`src/shared/fpwc_defs.vh`:
```
// Constants of the frequency and pulse-width counter channel.
// Assumes a 250 MHz core clock and an APB register port with byte addresses.
`ifndef FPWC_DEFS_VH
`define FPWC_DEFS_VH

// Register byte offsets.
`define FPWC_GIE_OFS     8'h00
`define FPWC_STAT_OFS    8'h04
`define FPWC_TRIG_OFS    8'h1c
`define FPWC_CTRL_OFS    8'h20
`define FPWC_CNT_OFS     8'h24

// Control fields.
`define FPWC_MODE_MSB    2
`define FPWC_MODE_LSB    0
`define FPWC_OPOL_BIT    3
`define FPWC_APOL_MSB    5
`define FPWC_APOL_LSB    4
`define FPWC_BPOL_MSB    7
`define FPWC_BPOL_LSB    6
`define FPWC_CPOL_MSB    9
`define FPWC_CPOL_LSB    8
`define FPWC_SRC_MSB     12
`define FPWC_SRC_LSB     10
`define FPWC_DEB_BIT     13
`define FPWC_SIZE_BIT    14
`define FPWC_IE_BIT      15
`define FPWC_CTRL_RST    16'h0000

// Mode and source codes.
`define FPWC_MODE_FREQ   3'h4
`define FPWC_MODE_PW     3'h5
`define FPWC_SRC_FREQ    3'h7
`define FPWC_SRC_EXT     3'h5
`define FPWC_POL_LOW     2'h1
`define FPWC_POL_HIGH    2'h2
`define FPWC_CNT16_MAX   32'h0000ffff
`define FPWC_CNT32_MAX   32'hffffffff

// Timing, derived from the clock rate.
`define FPWC_CLK_KHZ     250000
`define FPWC_DEB_NS      2400
`define FPWC_DEB_CYC     ((`FPWC_DEB_NS * (`FPWC_CLK_KHZ / 1000)) / 1000)
`define FPWC_PULSE_NS    1600
`define FPWC_PULSE_CYC   ((`FPWC_PULSE_NS * (`FPWC_CLK_KHZ / 1000)) / 1000)
// Timebase dividers in half clock periods, so that 20 MHz divides exactly.
`define FPWC_HDIV0       ((2 * `FPWC_CLK_KHZ) / 1250)
`define FPWC_HDIV1       ((2 * `FPWC_CLK_KHZ) / 2500)
`define FPWC_HDIV2       ((2 * `FPWC_CLK_KHZ) / 5000)
`define FPWC_HDIV3       ((2 * `FPWC_CLK_KHZ) / 10000)
`define FPWC_HDIV4       ((2 * `FPWC_CLK_KHZ) / 20000)

`endif

```
`src/hw/fpwc_top.v`:
```
// Frequency and pulse-width measurement counter channel with an APB slave.
// Assumes three asynchronous field inputs, one 250 MHz clock and a pull-up
// on the output pin, which is driven only while the completion pulse lasts.
//
// Function
// - Mode 100 with source 111 measures frequency.
// - Count counted-input edges while gate active.
// - Gate end gives 1.6us pulse, optional interrupt.
// - Bit 3 sets output active level; idles high.
// - Bits 5..4 set gate enable polarity.
// - Bits 7..6 set counted input polarity.
// - Bits 9..8 set external trigger polarity.
// - Debounce rejects pulses up to 2.4us.
// - Bit 15 gates interrupts, default off.
// - Mode 101 measures pulse width.
// - Measure first whole active pulse after trigger.
// - External clock needs polarity and source 101.
// - Internal timebases from 1.25 to 20 MHz.
// - Source codes 000 to 101 pick the clock.
// - Software trigger by writing offset 1Ch.
// - Trigger clears count, counts while active.
// - Completion emits a pulse; count may err by one.
// - Count saturates at all ones for size.
// - Interrupt needs bit 15 and global bit 0.
// - Interrupt pends until status bit written.
// - Writing bit 15 low clears pending interrupt.
//
// Our own choices: the placing of the registers and the APB interface to the registers.
`timescale 1ns/100ps
`include "fpwc_defs.vh"

module fpwc_top #(
  parameter DEB_CYC   = `FPWC_DEB_CYC,
  parameter PULSE_CYC = `FPWC_PULSE_CYC
) (
  input  wire        clk_i,
  input  wire        resetn_i,
  input  wire        psel_i,
  input  wire        penable_i,
  input  wire        pwrite_i,
  input  wire [7:0]  paddr_i,
  input  wire [31:0] pwdata_i,
  output wire [31:0] prdata_o,
  output wire        pready_o,
  output wire        pslverr_o,
  input  wire        gate_pulse_input_i,
  input  wire        counted_or_clock_input_i,
  input  wire        trigger_input_i,
  output wire        out_o,
  output wire        out_oe_o,
  output wire        irq_o
);

  localparam ST_IDLE  = 2'h0;
  localparam ST_ARMED = 2'h1;
  localparam ST_RUN   = 2'h2;

  // Timebase dividers as plain integers, cut to the divider width where used.
  localparam HDIV0 = `FPWC_HDIV0;
  localparam HDIV1 = `FPWC_HDIV1;
  localparam HDIV2 = `FPWC_HDIV2;
  localparam HDIV3 = `FPWC_HDIV3;
  localparam HDIV4 = `FPWC_HDIV4;

  // True when the synchronised level is at its programmed active level.
  function act;
    input       lvl;
    input [1:0] pol;
    begin
      act = (pol == `FPWC_POL_LOW) ? ~lvl : ((pol == `FPWC_POL_HIGH) ? lvl : 1'b0);
    end
  endfunction

  // Divider of the internal timebase, in half clock periods.
  function [8:0] hdiv;
    input [2:0] src;
    begin
      case (src)
        3'h0:    hdiv = HDIV0[8:0];
        3'h1:    hdiv = HDIV1[8:0];
        3'h2:    hdiv = HDIV2[8:0];
        3'h3:    hdiv = HDIV3[8:0];
        default: hdiv = HDIV4[8:0];
      endcase
    end
  endfunction

  reg  [2:0]  s1_q;
  reg  [2:0]  s2_q;
  reg  [2:0]  filt_q;
  reg  [2:0]  prev_q;
  reg  [15:0] db_cnt_q [0:2];
  reg  [15:0] ctrl_q;
  reg         gie_q;
  reg         pend_q;
  reg  [1:0]  st_q;
  reg  [31:0] cnt_q;
  reg  [8:0]  acc_q;
  reg  [15:0] pls_q;
  reg         drv_q;
  reg         lvl_q;
  reg  [31:0] rdata_q;
  integer     i;

  ////////////////////////////////////////////////////////////////////////////
  // Register bus decode.

  wire acc_w   = psel_i & penable_i;
  wire wr_w    = acc_w & pwrite_i;
  wire hit_w   = (paddr_i == `FPWC_GIE_OFS) | (paddr_i == `FPWC_STAT_OFS) |
                 (paddr_i == `FPWC_TRIG_OFS) | (paddr_i == `FPWC_CTRL_OFS) |
                 (paddr_i == `FPWC_CNT_OFS);
  wire wr_ctrl = wr_w & (paddr_i == `FPWC_CTRL_OFS);
  wire wr_stat = wr_w & (paddr_i == `FPWC_STAT_OFS);
  wire sw_trig = wr_w & (paddr_i == `FPWC_TRIG_OFS);

  // Zero wait states; unmapped addresses answer with an error.
  assign pready_o  = 1'b1;
  assign pslverr_o = acc_w & ~hit_w;
  assign prdata_o  = rdata_q;

  // Read data is captured in the setup cycle and stands through the access.
  always @(posedge clk_i) begin
    if (!resetn_i) begin
      rdata_q <= 32'h00000000;
    end else if (psel_i & ~penable_i) begin
      case (paddr_i)
        `FPWC_GIE_OFS:  rdata_q <= {31'h00000000, gie_q};
        `FPWC_STAT_OFS: rdata_q <= {29'h00000000, st_q, pend_q};
        `FPWC_CTRL_OFS: rdata_q <= {16'h0000, ctrl_q};
        `FPWC_CNT_OFS:  rdata_q <= cnt_q;
        default:        rdata_q <= 32'h00000000;
      endcase
    end
  end

  // Control and global interrupt enable registers.
  always @(posedge clk_i) begin
    if (!resetn_i) begin
      ctrl_q <= `FPWC_CTRL_RST;
      gie_q  <= 1'b0;
    end else begin
      if (wr_ctrl) begin
        ctrl_q <= pwdata_i[15:0];
      end
      if (wr_w & (paddr_i == `FPWC_GIE_OFS)) begin
        gie_q <= pwdata_i[0];
      end
    end
  end

  ////////////////////////////////////////////////////////////////////////////
  // Input conditioning.

  // Two flops on each field input before anything looks at it.
  always @(posedge clk_i) begin
    if (!resetn_i) begin
      s1_q <= 3'h0;
      s2_q <= 3'h0;
    end else begin
      s1_q <= {trigger_input_i, counted_or_clock_input_i, gate_pulse_input_i};
      s2_q <= s1_q;
    end
  end

  // With bit 13 set, a new level is accepted only after it has stood longer than the window.
  always @(posedge clk_i) begin
    if (!resetn_i) begin
      filt_q <= 3'h0;
      prev_q <= 3'h0;
      for (i = 0; i < 3; i = i + 1) begin
        db_cnt_q[i] <= 16'h0000;
      end
    end else begin
      prev_q <= filt_q;
      for (i = 0; i < 3; i = i + 1) begin
        if (!ctrl_q[`FPWC_DEB_BIT] || (s2_q[i] == filt_q[i])) begin
          filt_q[i]   <= ctrl_q[`FPWC_DEB_BIT] ? filt_q[i] : s2_q[i];
          db_cnt_q[i] <= 16'h0000;
        end else if (db_cnt_q[i] == DEB_CYC[15:0]) begin
          filt_q[i]   <= s2_q[i];
          db_cnt_q[i] <= 16'h0000;
        end else begin
          db_cnt_q[i] <= db_cnt_q[i] + 16'h0001;
        end
      end
    end
  end

  ////////////////////////////////////////////////////////////////////////////
  // Mode decode and events.

  wire [2:0] mode_w = ctrl_q[`FPWC_MODE_MSB:`FPWC_MODE_LSB];
  wire [2:0] src_w  = ctrl_q[`FPWC_SRC_MSB:`FPWC_SRC_LSB];
  wire [1:0] apol_w = ctrl_q[`FPWC_APOL_MSB:`FPWC_APOL_LSB];
  wire [1:0] bpol_w = ctrl_q[`FPWC_BPOL_MSB:`FPWC_BPOL_LSB];
  wire [1:0] cpol_w = ctrl_q[`FPWC_CPOL_MSB:`FPWC_CPOL_LSB];
  wire fm_w = (mode_w == `FPWC_MODE_FREQ) & (src_w == `FPWC_SRC_FREQ);
  wire pw_w = (mode_w == `FPWC_MODE_PW);

  // Gate level and its leading edge, by programmed polarity.
  wire gate_w  = act(filt_q[0], apol_w);
  wire gate_up = gate_w & ~act(prev_q[0], apol_w);
  // Edge of the counted or clock input into its active level.
  wire b_edge  = act(filt_q[1], bpol_w) & ~act(prev_q[1], bpol_w);
  // External trigger edge; codes 00 and 11 never fire.
  wire c_edge  = act(filt_q[2], cpol_w) & ~act(prev_q[2], cpol_w);
  wire trig_w  = (fm_w | pw_w) & (sw_trig | c_edge);

  ////////////////////////////////////////////////////////////////////////////
  // Internal timebase and count tick.

  wire [8:0] div_w  = hdiv(src_w);
  wire [8:0] nacc_w = acc_q + 9'h002;
  wire       tb_w   = (nacc_w >= div_w);
  wire       ext_w  = (src_w == `FPWC_SRC_EXT) &
                      ((bpol_w == `FPWC_POL_LOW) | (bpol_w == `FPWC_POL_HIGH));
  reg        tick_w;

  // Pick what advances the count in each mode.
  always @* begin
    if (fm_w) begin
      tick_w = b_edge;
    end else if (ext_w) begin
      tick_w = b_edge;
    end else if (src_w <= 3'h4) begin
      tick_w = tb_w;
    end else begin
      tick_w = 1'b0;
    end
  end

  // Fractional divider: adds two half periods each cycle.
  always @(posedge clk_i) begin
    if (!resetn_i) begin
      acc_q <= 9'h000;
    end else if (st_q != ST_RUN) begin
      acc_q <= 9'h000;
    end else if (tb_w) begin
      acc_q <= nacc_w - div_w;
    end else begin
      acc_q <= nacc_w;
    end
  end

  ////////////////////////////////////////////////////////////////////////////
  // Measurement sequence.

  wire [31:0] max_w  = ctrl_q[`FPWC_SIZE_BIT] ? `FPWC_CNT32_MAX : `FPWC_CNT16_MAX;
  wire        done_w = (st_q == ST_RUN) & ~gate_w & (fm_w | pw_w);

  // Trigger arms, the gate's leading edge starts, its end completes.
  always @(posedge clk_i) begin
    if (!resetn_i) begin
      st_q  <= ST_IDLE;
      cnt_q <= 32'h00000000;
    end else if (!(fm_w | pw_w)) begin
      st_q <= ST_IDLE;
    end else if (trig_w) begin
      st_q  <= ST_ARMED;
      cnt_q <= 32'h00000000;
    end else begin
      case (st_q)
        ST_ARMED: begin
          if (gate_up) begin
            st_q <= ST_RUN;
          end
        end
        ST_RUN: begin
          if (!gate_w) begin
            st_q <= ST_IDLE;
          end else if (tick_w && (cnt_q < max_w)) begin
            cnt_q <= cnt_q + 32'h00000001;
          end else if (cnt_q > max_w) begin
            cnt_q <= max_w;
          end
        end
        ST_IDLE: begin
          st_q <= ST_IDLE;
        end
        default: begin
          st_q <= ST_IDLE;
        end
      endcase
    end
  end

  ////////////////////////////////////////////////////////////////////////////
  // Completion pulse and interrupt.

  // The pin is driven to the active level for the pulse, else released.
  always @(posedge clk_i) begin
    if (!resetn_i) begin
      pls_q <= 16'h0000;
      drv_q <= 1'b0;
      lvl_q <= 1'b0;
    end else begin
      lvl_q <= ctrl_q[`FPWC_OPOL_BIT];
      if (done_w) begin
        pls_q <= PULSE_CYC[15:0];
        drv_q <= 1'b1;
      end else if (pls_q > 16'h0001) begin
        pls_q <= pls_q - 16'h0001;
      end else begin
        pls_q <= 16'h0000;
        drv_q <= 1'b0;
      end
    end
  end

  assign out_o    = lvl_q;
  assign out_oe_o = drv_q;

  // Pending flag; a completion in the clearing cycle still sets it.
  always @(posedge clk_i) begin
    if (!resetn_i) begin
      pend_q <= 1'b0;
    end else if (done_w & ctrl_q[`FPWC_IE_BIT] & gie_q) begin
      pend_q <= 1'b1;
    end else if ((wr_stat & pwdata_i[0]) | (wr_ctrl & ~pwdata_i[`FPWC_IE_BIT])) begin
      pend_q <= 1'b0;
    end
  end

  assign irq_o = pend_q;

endmodule

```
`config.mk`:
```
export PLATFORM = sky130hd
export DESIGN_NAME = fpwc_top
export DESIGN_NICKNAME = d
export VERILOG_FILES = /design/src/hw/fpwc_top.v
export VERILOG_INCLUDE_DIRS = /design/src /design/src/shared
export SDC_FILE = /design/constraint.sdc
export NUM_CORES = 1
export LEC_CHECK = 0
export ABC_AREA = 1
export ABC_CLOCK_PERIOD_IN_PS = 2300
export BUFFER_PORTS_ARGS = -buffer_cell sky130_fd_sc_hd__buf_2
export CORE_MARGIN = 4
export CORE_UTILIZATION = 30
export CTS_CLUSTER_DIAMETER = 80
export DETAILED_ROUTE_END_ITERATION = 8
export PLACE_DENSITY_LB_ADDON = 0.3
export SLEW_MARGIN = 15
export SYNTH_ARGS = -nofsm -noshare
export SYNTH_HDL_FRONTEND = slang
export SYNTH_SLANG_ARGS = --single-unit
```
`constraint.sdc`:
```
create_clock -name clk_i -period 2.3 [get_ports clk_i]
set_input_delay 0.345 -clock clk_i [delete_from_list [all_inputs] [get_ports clk_i]]
set_output_delay 0.345 -clock clk_i [all_outputs]
set_load 0.05 [all_outputs]
```
# After elaboration in Yosys (flattened, before gate mapping)
# Memories as Yosys holds them, arrays and structs flattened.
# Cells that the tools add are included.
# W data, S select, Z words.
[word_totals]
reg_bits = 123
ram_bits = 48
input_bits = 48
word_cells = 228
memories = 1
[memory_table]
columns = ["name", "words", "word_bits", "rd", "rd_ports_with_merged_regs", "wr", "line", "source"]
rows = [
  ["db_cnt_q", 3, 16, 3, 0, 3, "fpwc_top.v:92", "reg [15:0] db_cnt_q [0:2];"],
]
[op_classes]
n_addsub = 7
order_cmp = 5
eq_ne = 34
muxes = 86
bitwise_logic = 53
reduce_logical = 24
[ops]
columns = ["cell", "count"]
rows = [
  ["$mux W32", 6],
  ["$mux W16", 9],
  ["$pmux W32 S4", 1],
  ["$mux W1", 63],
  ["$add A16 B1 Y16 const B", 3],
  ["$eq A16 B10 Y1 const B", 3],
  ["$pmux W9 S4", 1],
  ["$add A32 B1 Y32 const B", 1],
  ["$gt A32 B32 Y1", 1],
  ["$lt A32 B32 Y1", 1],
  ["$mux W9", 3],
  ["$and A1 B1 Y1", 20],
  ["$or A1 B1 Y1", 17],
  ["$eq A8 B6 Y1 const B", 2],
  ["$gt A16 B1 Y1 const B", 1],
  ["$not A1 Y1", 16],
  ["$sub A16 B1 Y16 const B", 1],
  ["$ne A2 B2 Y1 const B", 7],
  ["$eq A3 B3 Y1 const B", 4],
  ["$reduce_and A2 Y1", 6],
  ["$reduce_bool A2 Y1", 6],
  ["$add A9 B2 Y9 const B", 1],
  ["$ge A9 B9 Y1", 1],
  ["$sub A9 B9 Y9", 1],
  ["other kinds (20)", 34],
]

# Depth between registers and ports, before layout
# Gate-level depths: netlist of run 1.
[depth]
word_depth = 12
depth_mapped = 18

# Least setup slack after synthesis of run 1
# No wires, ideal clock.
[synth_path]
path_type = "flip-flop to flip-flop"
startpoint = "register acc_q[1]"
endpoint = "register cnt_q[18]"
setup_time_ns = 0.114
arrival_ns = 2.386
t_required_ns = 2.186
path_slack_ns = -0.200
stages_incl_launch_ff = 18
path_buffers = 1
cell_sequence = "dfxtp_1 -> ha_1 -> nand3_1 -> nor2_1 -> xor2_1 -> ha_1 -> nand2_1 -> inv_1 -> a21oi_1 -> nand4_2 -> nand2_1 -> nand2_1 -> nand2_2 -> nand2_4 -> buf_6 -> nand3_1 -> nand2_1 -> nor2b_2"
[synth_between]
elab_chain_len = 10
elab_cells_between_ends = 12
cone_classes = "add/sub: 1; order compare: 1; mux: 7; reduce/logical: 3"
[synth_rtl]
columns = ["element", "line", "source"]
rows = [
  ["start, declared", "fpwc_top.v:98", "reg [8:0] acc_q;"],
  ["start signal, assigned", "fpwc_top.v:240", "acc_q <= nacc_w - div_w;"],
  ["start signal, assigned", "fpwc_top.v:242", "acc_q <= nacc_w;"],
  ["$add A9 B2 Y9 (*)", "fpwc_top.v:214", "wire [8:0] nacc_w = acc_q + 9'h002;"],
  ["$ge A9 B9 Y1 (*)", "fpwc_top.v:215", "wire tb_w = (nacc_w >= div_w);"],
  ["$mux W1 (*)", "fpwc_top.v:226", "end else if (src_w <= 3'h4) begin"],
  ["$mux W1 (*)", "fpwc_top.v:224", "end else if (ext_w) begin"],
  ["$mux W1 (*)", "fpwc_top.v:222", "if (fm_w) begin"],
  ["$logic_and A1 B1 Y1 (*)", "fpwc_top.v:272", "end else if (tick_w && (cnt_q < max_w)) begin"],
  ["$mux W32", "fpwc_top.v:272", ""],
  ["$mux W32", "fpwc_top.v:270", "if (!gate_w) begin"],
  ["$mux W32", "fpwc_top.v:263", "case (st_q)"],
  ["$mux W32", "fpwc_top.v:259", "end else if (trig_w) begin"],
  ["end signal, assigned", "fpwc_top.v:273", "cnt_q <= cnt_q + 32'h00000001;"],
  ["end signal, assigned", "fpwc_top.v:275", "cnt_q <= max_w;"],
  ["end, declared", "fpwc_top.v:97", "reg [31:0] cnt_q;"],
]
# Every way passes the cells marked *; elsewhere a longest branch is shown, timed or not. The select of a mux whose other input is x is not followed.
# A chain may end at the register's enable or synchronous reset.

# Worst setup path after layout of run 1
[layout_path]
startpoint = "register acc_q[1]"
endpoint = "register cnt_q[19]"
# The elaborated chain is that of the path after synthesis.

==> metrics.md, run 1 <==
| Metric | Value |
|---|---|
| Residual DRC | 0 |
| Critical path class | reg -> reg |
| Die ar. | between 0.03 and 0.04 mm^2 |
| Routed wire per std cell | 13.6 um |
| Critical path's slowest cell | dfxtp_4 |
| Setup TNS | -3.70 ns |
| Placer Congestion | between 0.9 and 1 |
| Synthesis-to-finish area growth | 28.0% |
| Via density | roughly 4.6 |
| First-pass GRT wire length | roughly 45 mm |
| Ys flop type | dfxtp_1 |
| PD cells | about 500 mW/mm^2 |
| Vias in the first global route | 9,023 |
| Flops & latches, synth | around 170 |
| Yosys cell types | 53 |
| Area contributors post-synth | dfxtp_1 25%, edfxtp_1 15%, nand2_1 12%, nor2_1 6.4%, inv_1 5.9% |
| Post-synthesis area per instance | roughly 7.2 um^2 |
| Most common cell after layout, fill and taps aside | nand2_1 |
| Final Cycle Share | 106% |
| Worst EP arrival | between 2 and 3 ns |
| FFs w/ async S/R, synth | 0% |
| Initial antenna violation count | 0 |
| Layout cells sized above 1 | around a fifth |
| Most frequent cells in the layout | 302 x nand2_1, 159 x nor2_1, 156 x inv_1 |
| Clk_lat worst skew | ~0.44 ns |
| Final net count | ~1.6k |
| Worst Max-Slew Pin Slew | 0.966 ns |
| Routed Antenna Nets | 0 |
| Drt pass-1 iters | 5 |
| Die height | around 190 um |
| Routed via count | 9,305 |
| RSZ-0062 raised after global routing | true |
| H-tree depth | 4 |
| Post-synth EDFFs | 48 |
| Synth Cell Area | roughly 0.01 mm^2 |
| Synth top area share | ~25% |
| Max Cap Violations | 0 |
| Die width | around 190 um |
| Clock Skew | ~0.010 ns |
| Power Total | 6330 uW |
| CP Data Required Time | around 2.6 ns |
| Crit-path max FO | 8 |
| Seq/Total Area, Yosys | around 39% |
| Status | finished, violations left |
| Max VDD drop | between 0.5 and 0.6 mV |
| Final Max Slew Viols | 0 |
| GRT Util Overall | roughly 15% |
| FMAX | just over 400 MHz |
| Failing checks | negative setup slack |
| Post-route minimum period | ~2.4 ns |
| WL final | 27.5 mm |
| Clk root buf | clkbuf_16 |
| Yosys top cell by area | dfxtp_1 |
| Crit end category | flip-flop |
| HPWL Detailed | ~21 mm |
| Yosys synthesis warning count | 0 |
| Ant. Diodes | 0 |
| Port Buf Inserts | 67 |
| Pin count of the biggest net entering global routing | 49 |
| Leakage power | 0.00539 uW |
| Final setup margin | -0.149 ns |
| Ports | 85 |
| Rows | 66 |
| Max clock buf depth | 2 |
| CP startpoint kind | flip-flop |
| Final Hold Fails | 0 |
| Core area | about 0.033 mm^2 |
| Fill cells | between 3k and 4k |
| Critical path cell sequence | ha_4 -> nand3_4 -> nor2_4 -> xor2_4 -> ha_4 -> nand2_4 -> inv_2 -> a21oi_4 -> nand4_4 -> nand2_4 -> nand3_4 -> nand2_8 -> buf_12 -> nand3_2 -> nand2_2 -> nor2b_4 |
| Grt ovf | 0 |
| Initial DRC Count | ~500 |
| Final setup viols | 32 |
| Clock transition at path regs | roughly 0.070 ns |
| Cts bufs inserted | 17 |
| CTS tree | built |
| Worst Hold Class | in -> reg |
| Starting density of the core | ~30% |
| Syn Inst Count | 1,376 |
| Worst rel slew slack | about a third |
| CTS Sinks | around 170 |
| CP max stage delay | around 0.38 ns |
-- through the flow --
| stage | std cells | hold WS [ns] | utilization, % | area, um^2 | setup WS, ns |
|---|---|---|---|---|---|
| after detailed placement | 1974 | 0.409 | 35.6 | 11600 | -0.343 |
| after global placement | 1974 | 0.410 | 35.6 | 11600 | -0.289 |
| after global routing | 2012 | 0.0925 | 38.9 | 12700 | -0.313 |
| final | 2012 | 0.0873 | 38.9 | 12700 | -0.149 |
| after CTS | 2011 | 0.0674 | 38.1 | 12400 | -0.195 |
| after floorplan | 1424 | 0.390 | - | 10300 | -0.0791 |
-- synthesized netlist by cell type (3+ instances only) --
library cell,instances
nand4_1,18
nor2b_2,10
o22ai_1,7
buf_4,6
inv_1,157
nand3_1,91
nand3_2,9
nor2b_1,6
nor2_1,170
a211oi_1,6
a21oi_1,98
and3_1,3
buf_6,5
buf_1,4
or2_2,6
dfxtp_1,123
nand2_1,326
ha_1,37
edfxtp_1,48
xnor2_1,9
nor3b_1,13
nor3_1,37
xor2_1,34
a31oi_1,3
nor4_1,15
o21ai_0,73
o21a_1,5
o21bai_1,3
clkbuf_1,24
nand2_4,4
-- sequential cells by signal, indices dropped and copies added (netlist names) --
register,flops
s1_q,3
out_o,1
filt_q,3
db_cnt_q,48
out_oe_o,1
gie_q,1
prdata_o,32
pls_q,16
cnt_q,32
irq_o,1
s2_q,3
acc_q,9
ctrl_q,16
prev_q,3
st_q,2
-- worst max-delay path: cells and delay by family, from the launching register on --
family | cells | cell delay, ns
simple gates | 10 | 1.06
fa+ha+maj | 2 | 0.40
flops | 1 | 0.38
buf+inv | 2 | 0.19
xor+xnor | 1 | 0.18
compound gates | 1 | 0.13
-- power by group --
group	switching (uW)	internal [uW]
sequential	39.3	3140
clock	1330	1530
combinational	206	75.4
-- routing by layer --
| layer | global-route usage, % | routed length (um) |
|---|---|---|
| met5 | 0 | 0 |
| met4 | 5.54 | 811 |
| met3 | 2.46 | 1020 |
| met2 | 26.1 | 13200 |
| met1 | 19.6 | 12500 |
-- path summary, 6_finish.rpt --
path,to,depth (start not counted),start,slack [ns]
max,cnt_q[19],16,acc_q[1],-0.15
min reg2reg,s2_q[1],2,s1_q[1],0.42
min,s1_q[1],3,counted_or_clock_input_i,0.09
max reg2reg,cnt_q[19],16,acc_q[1],-0.15
-- repair_timing --
| action | CTS | global route |
|---|---|---|
| hold buffers | 0 | 0 |
| cloned | 2 | 0 |
| resized for setup | 48 | 62 |
| pin swaps | 20 | 29 |
| buffers inserted | 4 | 1 |
| setup endpoints to repair | 33 | 41 |
-- cell type report --
| type | count | area, um^2 | share of cell area, % |
|---|---|---|---|
| multi-input combinational | 1055 | 5970 | 47.0 |
| clock buffer | 20 | 478 | 3.76 |
| tap | 442 | 553 | 4.35 |
| inverter | 158 | 601 | 4.73 |
| timing repair buffer | 154 | 1090 | 8.58 |
| clock inverter | 12 | 98.8 | 0.778 |
| sequential | 171 | 3920 | 30.8 |
-- cells by family after synthesis --
group / synth area share, %
xor gates and xnor gates: 3.79
and+or+nand+nor: 32.4
buffers and inverters: 8.26
other: 0.0378
DFF: 39.3
adders and majority gates: 4.87
AOI/OAI and AO/OA: 11.3
No activity file was read; power rests on OpenSTA's default activity.
==> run 2: changes to the inputs <==
--- a/config.mk
+++ b/config.mk
@@ -9,8 +9,11 @@
 export ABC_AREA = 1
 export ABC_CLOCK_PERIOD_IN_PS = 2300
 export BUFFER_PORTS_ARGS = -buffer_cell sky130_fd_sc_hd__buf_2
+export CELL_PAD_IN_SITES_DETAIL_PLACEMENT = 0
+export CELL_PAD_IN_SITES_GLOBAL_PLACEMENT = 2
 export CORE_MARGIN = 4
 export CORE_UTILIZATION = 30
+export CTS_BUF_LIST = sky130_fd_sc_hd__clkbuf_16
 export CTS_CLUSTER_DIAMETER = 80
 export DETAILED_ROUTE_END_ITERATION = 8
 export PLACE_DENSITY_LB_ADDON = 0.3
==> run 2 against run 1 <==
  * The flow still finishes with violations (negative setup slack)
  * Sequential cell count stayed put
  * Clock skew is 0.0038 ns higher
  * Non-clock buffer count is 21 higher
  * Maximum frequency down 2.7%
  * Wire length is 10% higher
==> metrics.md, run 2 (synthesis gave the netlist of run 1 again) <==
| Metric | Value |
|---|---|
| Synthesis-to-finish area growth | 29.5% |
| WL final | roughly 30 mm |
| CTS tree | built |
| Clk pwr share | between 40% and 50% |
| Drt pass-1 iters | 5 |
| Core area | around 0.033 mm^2 |
| Sequential Power Share | between 50% and 60% |
| Residual DRC | 0 |
| Power Total | between 6000 and 7000 uW |
| Pin count of the biggest net entering global routing | 38 |
| Switch share | 24.7% |
| Routed Antenna Nets | 0 |
| Post-route cell area | 0.0129 mm^2 |
| Worst EP arrival | between 2 and 3 ns |
| Clock transition at path regs | about 0.070 ns |
| Max VDD drop | 0.551 mV |
| Ports | 85 |
| Reg with most FFs | db_cnt_q |
| CP Data Required Time | 2.68 ns |
| CP startpoint kind | flip-flop |
| Crit-path max FO | 8 |
| Ant. Diodes | 0 |
| Final setup margin | -0.217 ns |
| P_int | between 4000 and 5000 uW |
| Port Buf Inserts | between 60 and 70 |
| Layout cells sized above 1 | 20.3% |
| H-tree depth | 4 |
| Rows | 66 |
| Max clock buf depth | 2 |
| FMAX | 397 MHz |
| Die ar. | 0.0361 mm^2 |
| Max FFs per register | 48 |
| PD cells | 491 mW/mm^2 |
| Via density | around 4.6 |
| Clock Skew | 0.0143 ns |
| Final net count | approximately 1.7k |
| CTS Sinks | approximately 170 |
| Final setup viols | 41 |
| Leakage power | 0.00547 uW |
| Die height | ~190 um |
| RSZ-0062 raised after global routing | true |
| Vias in the first global route | 9,131 |
| Hold buffer count at cts | 0 |
| Final Cycle Share | 109% |
| NetSw | approximately 1600 uW |
| Die width | approximately 190 um |
| Max Cap Violations | 0 |
| Status | finished, violations left |
| Logic pwr share | 4.5% |
| Final Util | between 30% and 40% |
| Initial antenna violation count | 0 |
| First-pass GRT wire length | 47.8 mm |
| Worst rel slew slack | approximately half |
| Cts bufs inserted | 17 |
| Worst Hold Class | in -> reg |
| Worst Max-Slew Pin Slew | 0.732 ns |
| Failing checks | negative setup slack |
| Clk root buf | clkbuf_16 |
| Routed wire per std cell | around 15 um |
| Routed via count | roughly 9.4k |
| Hold Crit Depth | 3 |
| Most frequent cells in the layout | 310 x nand2_1, 160 x inv_1, 156 x nor2_1 |
| Crit end category | flip-flop |
| Critical path class | reg -> reg |
| Grt ovf | 0 |
| Final Hold Fails | 0 |
| Most common cell after layout, fill and taps aside | nand2_1 |
| Clk_lat worst skew | 0.45 ns |
| Placer Congestion | between 0.8 and 0.9 |
| DP Area | ~0.012 mm^2 |
| Initial DRC Count | approximately 340 |
| Setup TNS | -5.85 ns |
| Worst Reg-to-Reg Cells | 16 |
| HPWL Detailed | 22.6 mm |
| Starting density of the core | roughly 30% |
| Post-route minimum period | ~2.5 ns |
| GRT Util Overall | roughly 17% |
| Final Max Slew Viols | 0 |
-- run 2: area by class of cell --
| class | instances | area (um^2) |
|---|---|---|
| clock buffer | 18 | 450 |
| clock inverter | 14 | 104 |
| fill | 3474 | 19800 |
| inverter | 158 | 601 |
| multi-input combinational | 1055 | 5940 |
| sequential | 171 | 3910 |
| tap | 442 | 553 |
| timing repair buffer | 175 | 1290 |
-- run 2: critical path, stage by stage (launching register included) --
cell	delay, ns
dfxtp_4	0.38
ha_4	0.15
nand3_4	0.10
nor2_4	0.14
xor2_2	0.22
ha_4	0.26
nand2_4	0.08
inv_2	0.04
a21oi_4	0.15
nand4_4	0.13
nand2_4	0.12
nand2_8	0.10
clkbuf_16	0.19
buf_6	0.12
nand3_1	0.06
nand2_1	0.07
a21oi_2	0.13
-- run 2: power groups by stage --
stage	Sequential [uW]	Combinational (uW)	Clock (uW)
6_report	3180	284	2850
5_1_grt	3190	319	3070
4_1_cts	3180	283	2950
3_5_place_dp	3250	281	0
3_3_place_gp	3250	282	0
2_1_floorplan	3290	133	0
-- run 2: worst paths after layout --
kind              endpoint  slack [ns]                from
setup / recovery  cnt_q[4]       -0.22            acc_q[2]
hold / removal     s1_q[0]        0.09  gate_pulse_input_i
setup reg to reg  cnt_q[4]       -0.22            acc_q[2]
hold reg to reg    s2_q[0]        0.42             s1_q[0]
-- run 2: timing repair --
item	in CTS	in global routing
buffers inserted	3	9
resized for setup	27	83
pin swaps	6	21
setup endpoints to repair	32	41
cloned	0	4
-- run 2: metrics by stage --
| stage | setup WS (ns) | hold WS, ns | cells |
|---|---|---|---|
| final | -0.217 | 0.0867 | 2033 |
| after global routing | -0.352 | 0.0796 | 2033 |
| after CTS | -0.196 | 0.0550 | 2020 |
| after detailed placement | -0.275 | 0.409 | 1985 |
| after global placement | -0.226 | 0.407 | 1985 |
| after floorplan | -0.0791 | 0.390 | 1424 |
-- run 2: routing by layer --
metal,vias up,GRT usage (%),wire length [um]
met1,4340,21.8,14400
met4,0,5.51,701
met5,-,0,0
met2,141,27.6,14100
li1,4877,-,-
met3,39,3.12,1020
==> run 3: changes to the inputs <==
--- a/config.mk
+++ b/config.mk
@@ -17,6 +17,7 @@
 export CTS_CLUSTER_DIAMETER = 80
 export DETAILED_ROUTE_END_ITERATION = 8
 export PLACE_DENSITY_LB_ADDON = 0.3
+export SETUP_SLACK_MARGIN = 0.05
 export SLEW_MARGIN = 15
 export SYNTH_ARGS = -nofsm -noshare
 export SYNTH_HDL_FRONTEND = slang
==> run 3 against run 2 <==
  * The run still ends with negative setup slack left
  * Clock power about the same
  * Critical path depth up 1
  * Final area down 1.1%
  * Highest routed layer unchanged
==> metrics.md, run 3 (synthesis gave the netlist of run 1 again) <==
| Metric | Value |
|---|---|
| Final Hold Fails | 0 |
| Final net count | 1,661 |
| Clock Skew | roughly 0.011 ns |
| Placer Congestion | about 0.86 |
| Vias in the first global route | 8,984 |
| Leakage power | 0.00540 uW |
| Most frequent cells in the layout | 315 x nand2_1, 160 x nor2_1, 157 x inv_1 |
| Most common cell after layout, fill and taps aside | nand2_1 |
| Hold buffer count at cts | 0 |
| Cts bufs inserted | 17 |
| Crit-path max FO | 9 |
| WL final | about 30 mm |
| Worst rel slew slack | 37.6% |
| Die height | between 150 and 200 um |
| RSZ-0062 raised after global routing | true |
| PD cells | a little under 500 mW/mm^2 |
| Die width | about 190 um |
| CP Data Required Time | around 2.6 ns |
| Clock transition at path regs | 0.07 ns |
| Synthesis-to-finish area growth | 28.1% |
| Routed Antenna Nets | 0 |
| Via density | 4.56 |
| Final Max Slew Viols | 0 |
| Max VDD drop | 0.506 mV |
| Post-route minimum period | about 2.5 ns |
| Routed wire per std cell | 14.7 um |
| Worst EP arrival | 2.85 ns |
| CP startpoint kind | flip-flop |
| Critical path class | reg -> reg |
| Port Buf Inserts | 67 |
| Final setup viols | 36 |
| Filler-free cell count of the finished design | ~2k |
| Worst Max-Slew Pin Slew | 0.926 ns |
| HPWL Detailed | about 22 mm |
| Max clock buf depth | 2 |
| Max Cap Violations | 0 |
| Initial antenna violation count | 0 |
| Grt ovf | 0 |
| Ant. Diodes | 0 |
| Setup TNS | -4.82 ns |
| Rows | between 60 and 70 |
| Initial DRC Count | roughly 420 |
| Reg with most FFs | db_cnt_q |
| Final setup margin | -0.210 ns |
| Clk root buf | clkbuf_16 |
| Failing checks | negative setup slack |
| Max FFs per register | 48 |
| First-pass GRT wire length | 47.9 mm |
| FMAX | 398 MHz |
| Crit end category | flip-flop |
| Die ar. | ~0.036 mm^2 |
| H-tree depth | 4 |
| Residual DRC | 0 |
| Drt pass-1 iters | 5 |
| Layout cells sized above 1 | 18.9% |
| Final Cycle Share | 109% |
| Status | finished, violations left |
| Clk_lat worst skew | 0.45 ns |
| Core area | 0.0326 mm^2 |
| Starting density of the core | between 30% and 40% |
| GRT Util Overall | 16.7% |
| Inst Count DP | 1,986 |
| Routed via count | 9,263 |
| Worst Hold Class | in -> reg |
| Pin count of the biggest net entering global routing | 38 |
| CTS tree | built |
| CTS Sinks | 171 |
| Ports | 85 |
## run 3: cell count changes in the layout (fill, tap and decap cells not counted), moves of 4 or more
cell and change:
nand2_2 -8, nand3_1 +6, nand2_1 +5, nand3_2 -5, nor2_1 +4
## run 3: path summary, 6_finish.rpt
check / from / to / slack (ns) / cells after the start
max: acc_q[2] / cnt_q[30] / -0.21 / 17
min reg2reg: s1_q[2] / s2_q[2] / 0.42 / 2
min: trigger_input_i / s1_q[2] / 0.08 / 3
max reg2reg: acc_q[2] / cnt_q[30] / -0.21 / 17
## run 3: through the flow
step	setup slack (ns)	hold slack, ns	cell area, um^2	util, %	total power, uW
floorplan	-0.0791	0.390	10300	-	3430
global placement	-0.267	0.404	11700	35.8	3530
detailed placement	-0.309	0.403	11700	35.8	3530
CTS	-0.223	0.0635	12500	38.4	6400
global route	-0.363	0.100	12700	39.0	6520
finish	-0.210	0.0816	12700	39.0	6300
## run 3: worst max-delay path, stage by stage, from the launching register on
cell     delay (ns)
dfxtp_4        0.38
nand3_4        0.08
nor2_2         0.11
nand4_1        0.11
xor2_1         0.15
inv_1          0.10
ha_4           0.27
nand2_4        0.07
inv_2          0.03
a21oi_2        0.12
nand4_2        0.15
nand2_4        0.15
nand3_4        0.12
nand2_8        0.19
buf_12         0.14
nand3_1        0.07
nand2_1        0.11
nor2b_4        0.04
## run 3: power by group
part / switching [uW] / internal, uW
Combinational: 207 / 75.9
Sequential: 38.6 / 3140
Clock: 1310 / 1540
Total: 1550 / 4750
## run 3: area by class of cell
cell class	count	area [um^2]
Timing Repair Buffer	170	1240
Sequential cell	171	3910
Timing Repair inverter	1	6.26
Tap cell	442	553
Multi-Input combinational cell	1056	5850
Clock inverter	14	104
Fill cell	3495	19900
Inverter	158	601
Clock buffer	18	450
## run 3: timing repair
item                                    4_1_cts  5_1_grt
gates cloned                                  5        0
endpoints found under the setup margin       35       41
pin swaps                                    12       12
setup buffers                                 4        3
resized for setup                            42       48
## run 3: routing by layer
metal | part of all wire (%) | vias up | global-route usage (%)
met5 | 0 | - | 0
met4 | 1.1 | 0 | 4.54
met3 | 2.6 | 22 | 2.77
met2 | 47 | 96 | 27.5
met1 | 50 | 4266 | 22.7
li1 | - | 4879 | -
